[src/rstfr_pkg.sv]
// shared constants, register codes and state type of the rail sequencer
package rstfr_pkg;
    // ****************************************
    // timebase
    // ****************************************
    localparam int CLK_HZ           = 10_000_000;
    localparam int CLK_NS           = 1_000_000_000 / CLK_HZ;
    localparam int TICK_NS          = 10_000;
    localparam int TICK_CYC         = TICK_NS / CLK_NS;
    localparam int SAMPLE_NS        = 12_200;
    localparam int SAMPLE_CYC       = SAMPLE_NS / CLK_NS;
    localparam int TICKS_PER_MS     = 1_000_000 / TICK_NS;
    localparam int TIMER_MAX_MS     = 655;
    localparam int TIMER_MAX_TICKS  = TIMER_MAX_MS * TICKS_PER_MS;
    localparam int TEMP_SCALE       = 16;
    localparam int SHARE_LOSS_TICKS = 2;
    // ****************************************
    // register codes
    // ****************************************
    localparam logic [7:0] REG_OT_FAULT  = 8'h00;
    localparam logic [7:0] REG_TON_WAIT  = 8'h04;
    localparam logic [7:0] REG_OV_REACT  = 8'h08;
    localparam logic [7:0] REG_CTRL      = 8'h0A;
    localparam logic [7:0] REG_STATUS    = 8'h0B;
    localparam logic [7:0] REG_CLEAR     = 8'h0C;
    // ****************************************
    // field positions and reset values
    // ****************************************
    localparam int ACT_LO   = 6;
    localparam int RETRY_LO = 3;
    localparam int DLY_LO   = 0;
    localparam int CTRL_ON  = 0;
    localparam int CTRL_DAC = 1;
    localparam int CTRL_PIN = 3;
    localparam int CTRL_HRS = 4;
    localparam int ST_OV    = 0;
    localparam int ST_UV    = 1;
    localparam int ST_WORD  = 2;
    localparam int ST_BYTE  = 3;
    localparam logic [15:0] WORD_RST  = 16'h0000;
    localparam logic [7:0]  REACT_RST = 8'h00;
    localparam logic [15:0] CTRL_RST  = 16'h0000;
    // sequencer states
    typedef enum logic [2:0] {
        S_OFF, S_ON_WAIT, S_RAMP, S_UP, S_OFF_WAIT, S_FAULT
    } rstfr_state_t;
endpackage

[src/rstfr_lin_decode.sv]
// mantissa-exponent word to scaled, rounded and clamped integer
`timescale 1ns/10ps
module rstfr_lin_decode
    import rstfr_pkg::*;
#(
    parameter int SCALE = TICKS_PER_MS,
    parameter int OMIN  = 0,
    parameter int OMAX  = TIMER_MAX_TICKS,
    parameter int W     = 17
) (
    // encoded word
    input  wire logic [15:0]         lin_word,
    // decoded value
    output logic signed [W-1:0]      lin_value
);
    logic signed [39:0] mant_w;
    logic signed [39:0] prod_w;
    logic signed [39:0] half_w;
    logic signed [39:0] shift_w;
    logic signed [5:0]  expo_w;
    logic [4:0]         rsh_w;

    // mantissa and exponent are both two's complement
    assign mant_w = 40'(signed'(lin_word[10:0]));
    assign expo_w = 6'(signed'(lin_word[15:11]));
    assign prod_w = mant_w * 40'(SCALE);
    assign rsh_w  = 5'(-expo_w);
    // half an lsb added before a right shift rounds to nearest
    assign half_w  = (expo_w < 0) ? (40'sd1 <<< (rsh_w - 5'd1)) : 40'sd0;
    assign shift_w = (expo_w < 0) ? ((prod_w + half_w) >>> rsh_w) : (prod_w <<< expo_w[3:0]);
    // clamp keeps oversize settings at the usable maximum
    assign lin_value = (shift_w > 40'(OMAX)) ? W'(OMAX) :
                       (shift_w < 40'(OMIN)) ? W'(OMIN) : W'(shift_w);
endmodule // rstfr_lin_decode

[src/rstfr_top.sv]
// per-channel sequencing timers and fast over/undervoltage fault response
`timescale 1ns/10ps
// Overview of operation
// RQ1 - temperature words decode as 11-bit mantissa times two to 5-bit exponent
// RQ2 - timer words use same format in ms, usable maximum 655 ms
// RQ3 - timers advance on a 10 us tick synchronised by the share clock
// RQ4 - each duration rounds to the nearest whole 10 us tick
// RQ5 - after on permission, wait turn-on delay on share clock, then enable
// RQ6 - with servo mode 00, wait ramp time then soft-connect the dac
// RQ7 - undervoltage masked after enable until timeout; zero timeout means no limit
// RQ8 - after off request, soft-disable after turn-off delay, share clock else internal
// RQ9 - fault sets channel, summary word and byte status and pulls alert low
// RQ10 - odd channel in high-resolution mode ignores over/undervoltage faults
// RQ11 - action 00 keeps the channel running after the fault
// RQ12 - action 01 runs the sample count, then applies the retry policy
// RQ13 - action 1x shuts the channel down, then follows the retry policy
// RQ14 - retry 000 keeps the output off until faults are cleared
// RQ15 - nonzero retry restarts after the restart delay until off or another fault
// RQ16 - sample count de-glitches a new fault; 000 acts at the first sample
// RQ17 - reaction byte holds action 7:6, retry 5:3, sample count 2:0
module rstfr_top
    import rstfr_pkg::*;
#(
    parameter bit CHAN_ODD    = 1'b0,
    parameter int RETRY_TICKS = 100
) (
    // clock and reset
    input  wire logic        clk_sys,
    input  wire logic        reset_n,
    // register port
    input  wire logic        reg_wr_en,
    input  wire logic        reg_rd_en,
    input  wire logic [7:0]  reg_addr,
    input  wire logic [15:0] reg_wdata,
    output logic [15:0]      reg_rdata,
    output logic             reg_rd_valid,
    // pins and supervisor inputs
    input  wire logic        channel_on_request_pin,
    input  wire logic        share_clk,
    input  wire logic        ov_raw,
    input  wire logic        uv_raw,
    // rail control and alert
    output logic             supply_enable,
    output logic             dac_soft_connect,
    output logic             uv_fault_masked,
    output logic             alert_out_n,
    // decoded temperature limits in 1/16 degree
    output logic [15:0]      over_temp_fault_threshold_q4,
    output logic [15:0]      over_temp_warning_threshold_q4,
    output logic [15:0]      under_temp_warning_threshold_q4,
    output logic [15:0]      under_temp_fault_threshold_q4
);
    // ****************************************
    // registers
    // ****************************************
    logic [15:0]  temp_word_r [4];
    logic [15:0]  tmr_word_r  [4];
    logic [7:0]   react_r     [2];
    logic [15:0]  ctrl_r;
    logic [3:0]   status_r;
    logic [15:0]  rdata_r;
    logic         rd_valid_r;
    logic signed [15:0] temp_val_w [4];
    logic signed [16:0] tick_val_w [4];
    logic signed [15:0] temp_val_r [4];

    // write strobes
    logic [3:0] wr_temp_w;
    logic [3:0] wr_tmr_w;
    logic [1:0] wr_react_w;
    logic       wr_ctrl_w;
    logic       clr_w;

    genvar gi;
    generate
        for (gi = 0; gi < 4; gi++) begin : g_dec
            assign wr_temp_w[gi] = reg_wr_en && (reg_addr == REG_OT_FAULT + 8'(gi));
            assign wr_tmr_w[gi]  = reg_wr_en && (reg_addr == REG_TON_WAIT + 8'(gi));
            // RQ1 temperature word decode
            rstfr_lin_decode #(
                .SCALE (TEMP_SCALE),
                .OMIN  (-32768),
                .OMAX  (32767),
                .W     (16)
            ) u_temp (
                .lin_word  (temp_word_r[gi]),
                .lin_value (temp_val_w[gi])
            );
            // RQ2 RQ4 timer word to rounded ticks
            rstfr_lin_decode #(
                .SCALE (TICKS_PER_MS),
                .OMIN  (0),
                .OMAX  (TIMER_MAX_TICKS),
                .W     (17)
            ) u_tmr (
                .lin_word  (tmr_word_r[gi]),
                .lin_value (tick_val_w[gi])
            );
        end
    endgenerate
    assign wr_react_w[0] = reg_wr_en && (reg_addr == REG_OV_REACT);
    assign wr_react_w[1] = reg_wr_en && (reg_addr == REG_OV_REACT + 8'h01);
    assign wr_ctrl_w     = reg_wr_en && (reg_addr == REG_CTRL);
    assign clr_w         = reg_wr_en && (reg_addr == REG_CLEAR);

    // configuration storage
    always_ff @(posedge clk_sys or negedge reset_n) begin
        if (!reset_n) begin
            for (int i = 0; i < 4; i++) begin
                temp_word_r[i] <= WORD_RST;
                tmr_word_r[i]  <= WORD_RST;
                temp_val_r[i]  <= 16'sh0000;
            end
            react_r[0] <= REACT_RST;
            react_r[1] <= REACT_RST;
            ctrl_r     <= CTRL_RST;
        end else begin
            for (int i = 0; i < 4; i++) begin
                if (wr_temp_w[i]) temp_word_r[i] <= reg_wdata;
                if (wr_tmr_w[i]) tmr_word_r[i] <= reg_wdata;
                temp_val_r[i] <= temp_val_w[i];
            end
            for (int k = 0; k < 2; k++) begin
                if (wr_react_w[k]) react_r[k] <= reg_wdata[7:0];
            end
            if (wr_ctrl_w) ctrl_r <= reg_wdata;
        end
    end
    assign over_temp_fault_threshold_q4 = temp_val_r[0];
    assign over_temp_warning_threshold_q4  = temp_val_r[1];
    assign under_temp_warning_threshold_q4  = temp_val_r[2];
    assign under_temp_fault_threshold_q4 = temp_val_r[3];

    // timer targets in ticks
    logic [16:0] ton_ticks;
    logic [16:0] rise_ticks;
    logic [16:0] tmo_ticks;
    logic [16:0] toff_ticks;
    assign ton_ticks  = tick_val_w[0];
    assign rise_ticks = tick_val_w[1];
    assign tmo_ticks  = tick_val_w[2];
    assign toff_ticks = tick_val_w[3];

    // ****************************************
    // timebase
    // ****************************************
    logic [7:0] div_r;
    logic [7:0] smp_r;
    logic [1:0] loss_r;
    logic       share_d_r;
    logic       share_edge;
    logic       int_tick;
    logic       share_ok;
    logic       off_tick;
    logic       sample_en;

    assign share_edge = share_clk && !share_d_r;
    assign int_tick   = (div_r == 8'(TICK_CYC - 1));
    assign sample_en  = (smp_r == 8'(SAMPLE_CYC - 1));
    assign share_ok   = (loss_r < 2'(SHARE_LOSS_TICKS));
    // RQ8 off delay falls back to internal tick
    assign off_tick   = share_ok ? share_edge : int_tick;

    // RQ3 share edge realigns the 10 us divider
    always_ff @(posedge clk_sys or negedge reset_n) begin
        if (!reset_n) begin
            div_r     <= 8'h00;
            smp_r     <= 8'h00;
            loss_r    <= 2'(SHARE_LOSS_TICKS);
            share_d_r <= 1'b0;
        end else begin
            share_d_r <= share_clk;
            div_r     <= (share_edge || int_tick) ? 8'h00 : div_r + 8'h01;
            smp_r     <= sample_en ? 8'h00 : smp_r + 8'h01;
            if (share_edge) loss_r <= 2'h0;
            else if (int_tick && !share_ok) loss_r <= loss_r;
            else if (int_tick) loss_r <= loss_r + 2'h1;
        end
    end

    // ****************************************
    // fault detection
    // ****************************************
    rstfr_state_t state_r;
    rstfr_state_t state_nxt;
    logic [2:0] glitch_r [2];
    logic [1:0] raw_eff;
    logic [1:0] det;
    logic [1:0] shut_k;
    logic       ignore_w;
    logic       shut_req;
    logic       supply_en_r;
    logic       uv_mask_r;
    logic [2:0] retry_sel_r;

    // RQ10 odd channel in high-resolution mode
    assign ignore_w   = CHAN_ODD && ctrl_r[CTRL_HRS];
    assign raw_eff[0] = ov_raw && !ignore_w;
    assign raw_eff[1] = uv_raw && !ignore_w && supply_en_r && !uv_mask_r;
    generate
        for (gi = 0; gi < 2; gi++) begin : g_flt
            // RQ16 RQ17 fault counted for sample count samples
            assign det[gi] = sample_en && raw_eff[gi] && (glitch_r[gi] >= react_r[gi][DLY_LO +: 3]);
            // RQ11 RQ12 RQ13 only nonzero action shuts down
            assign shut_k[gi] = det[gi] && (react_r[gi][ACT_LO +: 2] != 2'b00);
        end
    endgenerate
    assign shut_req = |shut_k;

    // de-glitch counters restart whenever the fault drops out
    always_ff @(posedge clk_sys or negedge reset_n) begin
        if (!reset_n) begin
            glitch_r[0] <= 3'h0;
            glitch_r[1] <= 3'h0;
        end else if (sample_en) begin
            for (int k = 0; k < 2; k++) begin
                if (!raw_eff[k]) glitch_r[k] <= 3'h0;
                else if (glitch_r[k] != 3'h7) glitch_r[k] <= glitch_r[k] + 3'h1;
            end
        end
    end

    // RQ9 status set wins over clear, alert follows
    always_ff @(posedge clk_sys or negedge reset_n) begin
        if (!reset_n) begin
            status_r <= 4'h0;
        end else begin
            status_r[ST_OV]   <= (status_r[ST_OV] && !clr_w) || det[0];
            status_r[ST_UV]   <= (status_r[ST_UV] && !clr_w) || det[1];
            status_r[ST_WORD] <= (status_r[ST_WORD] && !clr_w) || |det;
            status_r[ST_BYTE] <= (status_r[ST_BYTE] && !clr_w) || |det;
        end
    end

    // ****************************************
    // sequencer
    // ****************************************
    logic [16:0] tmr_r;
    logic [16:0] tmo_r;
    logic [16:0] target_w;
    logic        cnt_tick;
    logic        done_w;
    logic        on_allowed;
    logic        dac_conn_r;
    logic        tmo_done;

    // pin only gates when the pin-use bit is set
    assign on_allowed = ctrl_r[CTRL_ON] && (channel_on_request_pin || !ctrl_r[CTRL_PIN]);
    // RQ5 RQ6 on-side timers count share edges only
    assign cnt_tick = (state_r == S_ON_WAIT || state_r == S_RAMP) ? share_edge :
                      (state_r == S_OFF_WAIT) ? off_tick :
                      (state_r == S_FAULT) ? int_tick : 1'b0;
    assign target_w = (state_r == S_ON_WAIT) ? ton_ticks :
                      (state_r == S_RAMP) ? rise_ticks :
                      (state_r == S_OFF_WAIT) ? toff_ticks : 17'(RETRY_TICKS);
    assign done_w   = (tmr_r >= target_w);
    // RQ7 zero timeout never lifts the mask by time
    assign tmo_done = (tmo_ticks != 17'h0) && (tmo_r >= tmo_ticks);

    // next-state selection
    always_comb begin
        state_nxt = state_r;
        unique case (state_r)
            S_OFF: begin
                if (on_allowed) state_nxt = S_ON_WAIT;
            end
            S_ON_WAIT: begin
                if (!on_allowed) state_nxt = S_OFF;
                else if (done_w) state_nxt = S_RAMP;
            end
            S_RAMP: begin
                if (shut_req) state_nxt = S_FAULT;
                else if (!on_allowed) state_nxt = S_OFF_WAIT;
                else if (done_w || ctrl_r[CTRL_DAC +: 2] != 2'b00) state_nxt = S_UP;
            end
            S_UP: begin
                if (shut_req) state_nxt = S_FAULT;
                else if (!on_allowed) state_nxt = S_OFF_WAIT;
            end
            S_OFF_WAIT: begin
                // RQ8 soft-off once the delay is spent
                if (shut_req) state_nxt = S_FAULT;
                else if (on_allowed) state_nxt = S_UP;
                else if (done_w) state_nxt = S_OFF;
            end
            S_FAULT: begin
                // RQ14 RQ15 retry policy of the shutting fault
                if (!on_allowed) state_nxt = S_OFF;
                else if (retry_sel_r == 3'h0) state_nxt = clr_w ? S_OFF : S_FAULT;
                else if (done_w) state_nxt = S_ON_WAIT;
            end
        endcase
    end

    // state, timer and rail outputs
    always_ff @(posedge clk_sys or negedge reset_n) begin
        if (!reset_n) begin
            state_r     <= S_OFF;
            tmr_r       <= 17'h0;
            supply_en_r <= 1'b0;
            dac_conn_r  <= 1'b0;
            retry_sel_r <= 3'h0;
        end else begin
            state_r     <= state_nxt;
            tmr_r       <= (state_nxt != state_r) ? 17'h0 : tmr_r + {16'h0, cnt_tick && !done_w};
            supply_en_r <= (state_nxt == S_RAMP || state_nxt == S_UP || state_nxt == S_OFF_WAIT);
            // RQ6 soft connect only in servo mode 00
            if (state_r == S_RAMP && state_nxt == S_UP) dac_conn_r <= (ctrl_r[CTRL_DAC +: 2] == 2'b00);
            else if (state_nxt != S_UP && state_nxt != S_OFF_WAIT) dac_conn_r <= 1'b0;
            if (shut_req) retry_sel_r <= shut_k[0] ? react_r[0][RETRY_LO +: 3] : react_r[1][RETRY_LO +: 3];
        end
    end

    // RQ7 undervoltage mask from enable to timeout or good output
    always_ff @(posedge clk_sys or negedge reset_n) begin
        if (!reset_n) begin
            uv_mask_r <= 1'b1;
            tmo_r     <= 17'h0;
        end else if (!supply_en_r) begin
            uv_mask_r <= 1'b1;
            tmo_r     <= 17'h0;
        end else begin
            if (tmo_done || !uv_raw) uv_mask_r <= 1'b0;
            if (uv_mask_r && share_edge && !tmo_done) tmo_r <= tmo_r + 17'h1;
        end
    end

    // ****************************************
    // register read back
    // ****************************************
    logic [15:0] rd_mux;
    logic [7:0]  rd_idx;
    assign rd_idx = reg_addr - REG_TON_WAIT;
    assign rd_mux = (reg_addr < REG_TON_WAIT) ? temp_word_r[reg_addr[1:0]] :
                    (reg_addr < REG_OV_REACT) ? tmr_word_r[rd_idx[1:0]] :
                    (reg_addr == REG_OV_REACT) ? {8'h00, react_r[0]} :
                    (reg_addr == REG_OV_REACT + 8'h01) ? {8'h00, react_r[1]} :
                    (reg_addr == REG_CTRL) ? ctrl_r :
                    (reg_addr == REG_STATUS) ? {8'h00, state_r, uv_mask_r, status_r} :
                    16'h0000;

    // read data is held until the next read
    always_ff @(posedge clk_sys or negedge reset_n) begin
        if (!reset_n) begin
            rdata_r    <= 16'h0000;
            rd_valid_r <= 1'b0;
        end else begin
            rd_valid_r <= reg_rd_en;
            if (reg_rd_en) rdata_r <= rd_mux;
        end
    end

    assign reg_rdata        = rdata_r;
    assign reg_rd_valid     = rd_valid_r;
    assign supply_enable    = supply_en_r;
    assign dac_soft_connect = dac_conn_r;
    assign uv_fault_masked  = uv_mask_r;
    assign alert_out_n      = !(|status_r);

    // ****************************************
    // checks
    // ****************************************
    AST_TICK_GAP: assert property (@(posedge clk_sys) disable iff (!reset_n) // RQ3
        int_tick |=> !int_tick [*8]) else $error("10 us tick repeated too soon");
    AST_TIMER_CAP: assert property (@(posedge clk_sys) disable iff (!reset_n) // RQ2
        ton_ticks <= 17'(TIMER_MAX_TICKS) && toff_ticks <= 17'(TIMER_MAX_TICKS))
        else $error("timer target beyond usable maximum");
    AST_ON_DELAY: assert property (@(posedge clk_sys) disable iff (!reset_n) // RQ5
        $rose(supply_en_r) && $past(state_r) == S_ON_WAIT |-> $past(tmr_r) >= $past(ton_ticks))
        else $error("supply enabled before turn-on delay");
    AST_RAMP_CONNECT: assert property (@(posedge clk_sys) disable iff (!reset_n) // RQ6
        $rose(dac_conn_r) |-> $past(ctrl_r[2:1]) == 2'b00 && $past(tmr_r) >= $past(rise_ticks))
        else $error("dac connected early or in wrong mode");
    AST_UV_MASKED: assert property (@(posedge clk_sys) disable iff (!reset_n) // RQ7
        uv_mask_r |-> !det[1]) else $error("undervoltage acted while masked");
    AST_OFF_DELAY: assert property (@(posedge clk_sys) disable iff (!reset_n) // RQ8
        $fell(supply_en_r) && $past(state_r) == S_OFF_WAIT && state_r == S_OFF
        |-> $past(tmr_r) >= $past(toff_ticks))
        else $error("soft-off before turn-off delay");
    AST_ALERT: assert property (@(posedge clk_sys) disable iff (!reset_n) // RQ9
        |det |=> !alert_out_n && status_r[ST_WORD] && status_r[ST_BYTE])
        else $error("fault without status and alert");
    AST_HIRES: assert property (@(posedge clk_sys) disable iff (!reset_n) // RQ10
        ignore_w |-> det == 2'b00) else $error("high-resolution channel reacted to fault");
    AST_ACT_KEEP: assert property (@(posedge clk_sys) disable iff (!reset_n) // RQ11
        det[0] && !det[1] && react_r[0][7:6] == 2'b00 |-> !shut_req)
        else $error("action 00 shut the channel down");
    AST_SHUTDOWN: assert property (@(posedge clk_sys) disable iff (!reset_n) // RQ13
        shut_req && supply_en_r |=> !supply_en_r ##1 state_r == S_FAULT || state_r == S_OFF)
        else $error("fault did not shut channel");
    AST_RETRY_NONE: assert property (@(posedge clk_sys) disable iff (!reset_n) // RQ14
        state_r == S_FAULT && retry_sel_r == 3'h0 && on_allowed && !clr_w |=> state_r == S_FAULT)
        else $error("channel restarted with retry 000");
    AST_RETRY_STOP: assert property (@(posedge clk_sys) disable iff (!reset_n) // RQ15
        state_r == S_FAULT && !on_allowed |=> state_r == S_OFF && !supply_en_r)
        else $error("retry continued after off command");
    AST_GLITCH: assert property (@(posedge clk_sys) disable iff (!reset_n) // RQ16
        det[0] && react_r[0][2:0] != 3'h0 |-> $past(raw_eff[0], SAMPLE_CYC))
        else $error("fault acted before sample count");
endmodule // rstfr_top

[config.mk]
export PLATFORM = sky130hd
export DESIGN_NAME = rstfr_top
export DESIGN_NICKNAME = d
export VERILOG_FILES = /design/src/rstfr_pkg.sv /design/src/rstfr_lin_decode.sv /design/src/rstfr_top.sv
export SDC_FILE = /design/constraint.sdc
export NUM_CORES = 2
export LEC_CHECK = 0
export ABC_AREA = 1
export BUFFER_PORTS_ARGS = -buffer_cell sky130_fd_sc_hd__buf_4
export CORE_UTILIZATION = 40
export CTS_CLUSTER_DIAMETER = 40
export DETAILED_ROUTE_END_ITERATION = 16
export GPL_TIMING_DRIVEN = 0
export SLEW_MARGIN = 20
export SYNTH_ARGS = -nofsm -noshare
export SYNTH_HDL_FRONTEND = slang
export SYNTH_SLANG_ARGS = --single-unit
[constraint.sdc]
create_clock -name clk_sys -period 18.75 [get_ports clk_sys]
set_input_delay 0.9375 -clock clk_sys [delete_from_list [all_inputs] [get_ports clk_sys]]
set_output_delay 0.9375 -clock clk_sys [all_outputs]
set_load 0.03 [all_outputs]
==> flow_metrics.tcl <==
set metrics [dict create \
    antenna_found_initial 10 \
    avgRoutedWirePerCell_um 19.5 \
    vias 76957 \
    cp_slowest_cell "xor2_1" \
    die_area_um2 156000 \
    whs_ns 0.0835 \
    h-tree-depth 3 \
    cts_inserted_buffers 66 \
    timing.rr.start "tmr_word_r[43]" \
    cts-root-buf "clkbuf_16" \
    ir_drop_mv 0.0718 \
    synth_edf_count 0 \
    required_ns 19.28 \
    dp_hpwl_mm 218 \
    io_buffers 115 \
    clk_latency_ns 0.68 \
    reg2regPathDepth 69 \
    final_common_cell "nand2_1" \
    path_clk_slew_ns 0.06 \
    start_kind "flop" \
    tns_ns 0 \
    final_cell_mix "nand2_1, nand3_1, inv_1" \
    synth_warnings 0 \
    r2r_slack_ns 6.41 \
    grt_pass1_vias 70657 \
    slew_violations 0 \
    status "finished, final reports clean" \
    slew_headroom_pct 21.7 \
    core_um2 152000 \
    synthArstFlopShare_pct 100 \
    die_x_um 395 \
    syn_area_um2 61600 \
    final_hold_viol_count 0 \
    vias_per_cell 5.70 \
    area_growth_pct 9.79 \
    total_power_mw 4.46 \
    drc 0 \
    reg2reg_to "tmr_r[16]" \
    place.gp.congestion 1.04 \
    nNetsFinal 11954 \
    yosysUniqueCellTypes 81 \
    io_pins 117 \
    cts_hold_buf 0 \
    overflow 0 \
    power_density_nw_per_um2 65.9 \
    fillers 17033 \
    drt_iter0_drc 8449 \
    finClkSkew_ns 0.0399 \
    avgSynthCellArea_um2 5.52 \
    wl_mm 263 \
    fp.dieH_um 395 \
    cp-end-kind "flop" \
    hold_class "input pin to asynchronous set/reset pin" \
    cts_buffer_depth 3 \
    period_minus_slack_ns 12.34 \
    max_cap_violations 0 \
    fp-row-count 143 \
    route.antenna.remaining_nets 0 \
    synthFlopType "dfrtp_1" \
    arrival_ns 12.87 \
    fin_crit_sh_pct 65.8 \
    postCtsSetupBuffers 0 \
    power_leakage_nw 34.2 \
    dr.pass1.iters 9 \
    max_stage_delay_ns 0.64 \
    cts_tree "yes" \
    grt_pass1_wl_mm 403 \
    ys_ff_latch 313 \
    cts_resized 0 \
    synth_seq_area_share_pct 12.7 \
    final_layout_size_suffix_gt1_share_pct 4.47 \
    numClockSinks 313 \
    placed_area_um2 65400 \
    report.final.setup_viol 0 \
    path_class "flop to flop" \
    rsz0062_at_grt "false" \
    cp_max_fo 12 \
    max_slew.worst_pin.slew_ns 1.17 \
    syn-instance-count 11161 \
    grt_max_degree 88 \
    timing.critical_path.mode_cell "nand2_1" \
    grt_use_total_pct 32.4 \
    fmax_mhz 81.1 \
    stdcell_area_um2 67700 \
    start_util_pct 40.4 \
]
## metrics by stage
stage | setup slack, ns | cells | util (%)
2_1_floorplan | 9.57 | 11225 | -
3_5_place_dp | 6.59 | 13374 | 42.9
3_3_place_gp | 6.69 | 13370 | 42.8
5_1_grt | 5.16 | 13497 | 44.4
6_report | 6.41 | 13498 | 44.4
4_1_cts | 6.54 | 13496 | 44.4
## per-layer routing
metal | vias to the layer above | GRT usage (%) | wire length, um
met5 | - | 0 | 84
met4 | 12 | 9.46 | 8070
met3 | 472 | 5.50 | 22300
met2 | 3160 | 49.6 | 112000
met1 | 35783 | 46.1 | 120000
li1 | 37530 | - | -
## power by group
part           internal [mW]  total [mW]  switching, mW
Clock                  0.731        1.21          0.483
Combinational          0.699        2.44           1.74
Sequential             0.747       0.806         0.0591
## how the worst max path moves through the flow
stage / start / endpoint / slack [ns] / cells after the start
finish: tmr_word_r[43] / tmr_r[16] / 6.41 / 69
global route: tmr_word_r[43] / tmr_r[16] / 5.16 / 69
CTS: tmr_word_r[43] / tmr_r[16] / 6.54 / 71
detailed placement: tmr_word_r[43] / tmr_r[16] / 6.59 / 69
global placement: tmr_word_r[43] / tmr_r[16] / 6.69 / 70
floorplan: tmr_word_r[40] / tmr_r[16] / 9.57 / 67
## Yosys cell counts, types with 9 or more instances
master        n  area share, %
nand2_1    3549             22
nand3_1    1635             13
inv_1      1115            6.8
o21ai_0     940            7.6
nor2_1      871            5.3
a21oi_1     528            4.3
ha_1        466            9.5
clkbuf_1    328            2.0
dfrtp_1     311             13
xor2_1      126            1.8
nand4_1     108            1.1
nor3_1      102           0.83
buf_1        89           0.54
a31oi_1      83           0.84
mux2i_1      81            1.3
or2_2        63           0.64
o211ai_1     57           0.69
buf_2        51           0.41
nor4_1       51           0.52
xnor2_1      46           0.65
o22ai_1      45           0.46
fa_1         44            1.4
o21ai_1      40           0.32
nand3_2      32           0.52
a21o_1       31           0.38
nand2_2      30           0.30
inv_2        27           0.16
nand3b_1     26           0.32
o21bai_1     26           0.32
clkinv_1     24           0.15
o221ai_1     19           0.27
o21a_1       17           0.21
a22oi_1      15           0.18
o2111ai_1    14           0.20
a221oi_1     13           0.18
nor2_2       10           0.10
a211oi_1      9           0.11
a311oi_1      9           0.13
and2_1        9          0.091
buf_4         9           0.11
## critical path, delay by kind of cell, from the launching register on
family                     cells  cell delay, ns
AOI/OAI and AO/OA             11            2.67
and+or+nand+nor               37            4.25
DFF                            1            0.54
xor gates and xnor gates       2            0.78
adders and majority gates      5            1.40
buffers and inverters         14            2.53
## logic make-up after synthesis
kind of cell / share of synthesized area, %
flops: 12.7
buf+inv: 10.2
compound gates: 17.1
simple gates: 45.2
xor+xnor: 2.54
fa+ha+maj: 10.9
other cells: 0.0122
mux: 1.32
## state kept, by name, summed over array words and instances, names as in the netlist, 2 cells and up
signal,count
ctrl_r,16
div_r,8
glitch_r,6
loss_r,2
over_temp_fault_threshold_q4,16
over_temp_warning_threshold_q4,16
react_r,16
reg_rdata,16
retry_sel_r,3
smp_r,8
state_r,3
status_r,4
temp_word_r,64
tmo_r,17
tmr_r,17
tmr_word_r,64
under_temp_fault_threshold_q4,16
under_temp_warning_threshold_q4,16
## layout make-up
cell class | count | area, um2 | area share (%)
diodes | 2 | 5.00 | 0.00740
multi-input cells | 9264 | 47800 | 70.6
inverters | 1168 | 4390 | 6.48
clock buffers | 72 | 1680 | 2.49
flip-flops and latches | 313 | 7840 | 11.6
well taps | 2030 | 2540 | 3.75
plain buffers | 480 | 1930 | 2.85
clock inverters | 50 | 564 | 0.834
repair buffers | 119 | 981 | 1.45
Note: power is estimated with default switching activity, not from simulation.
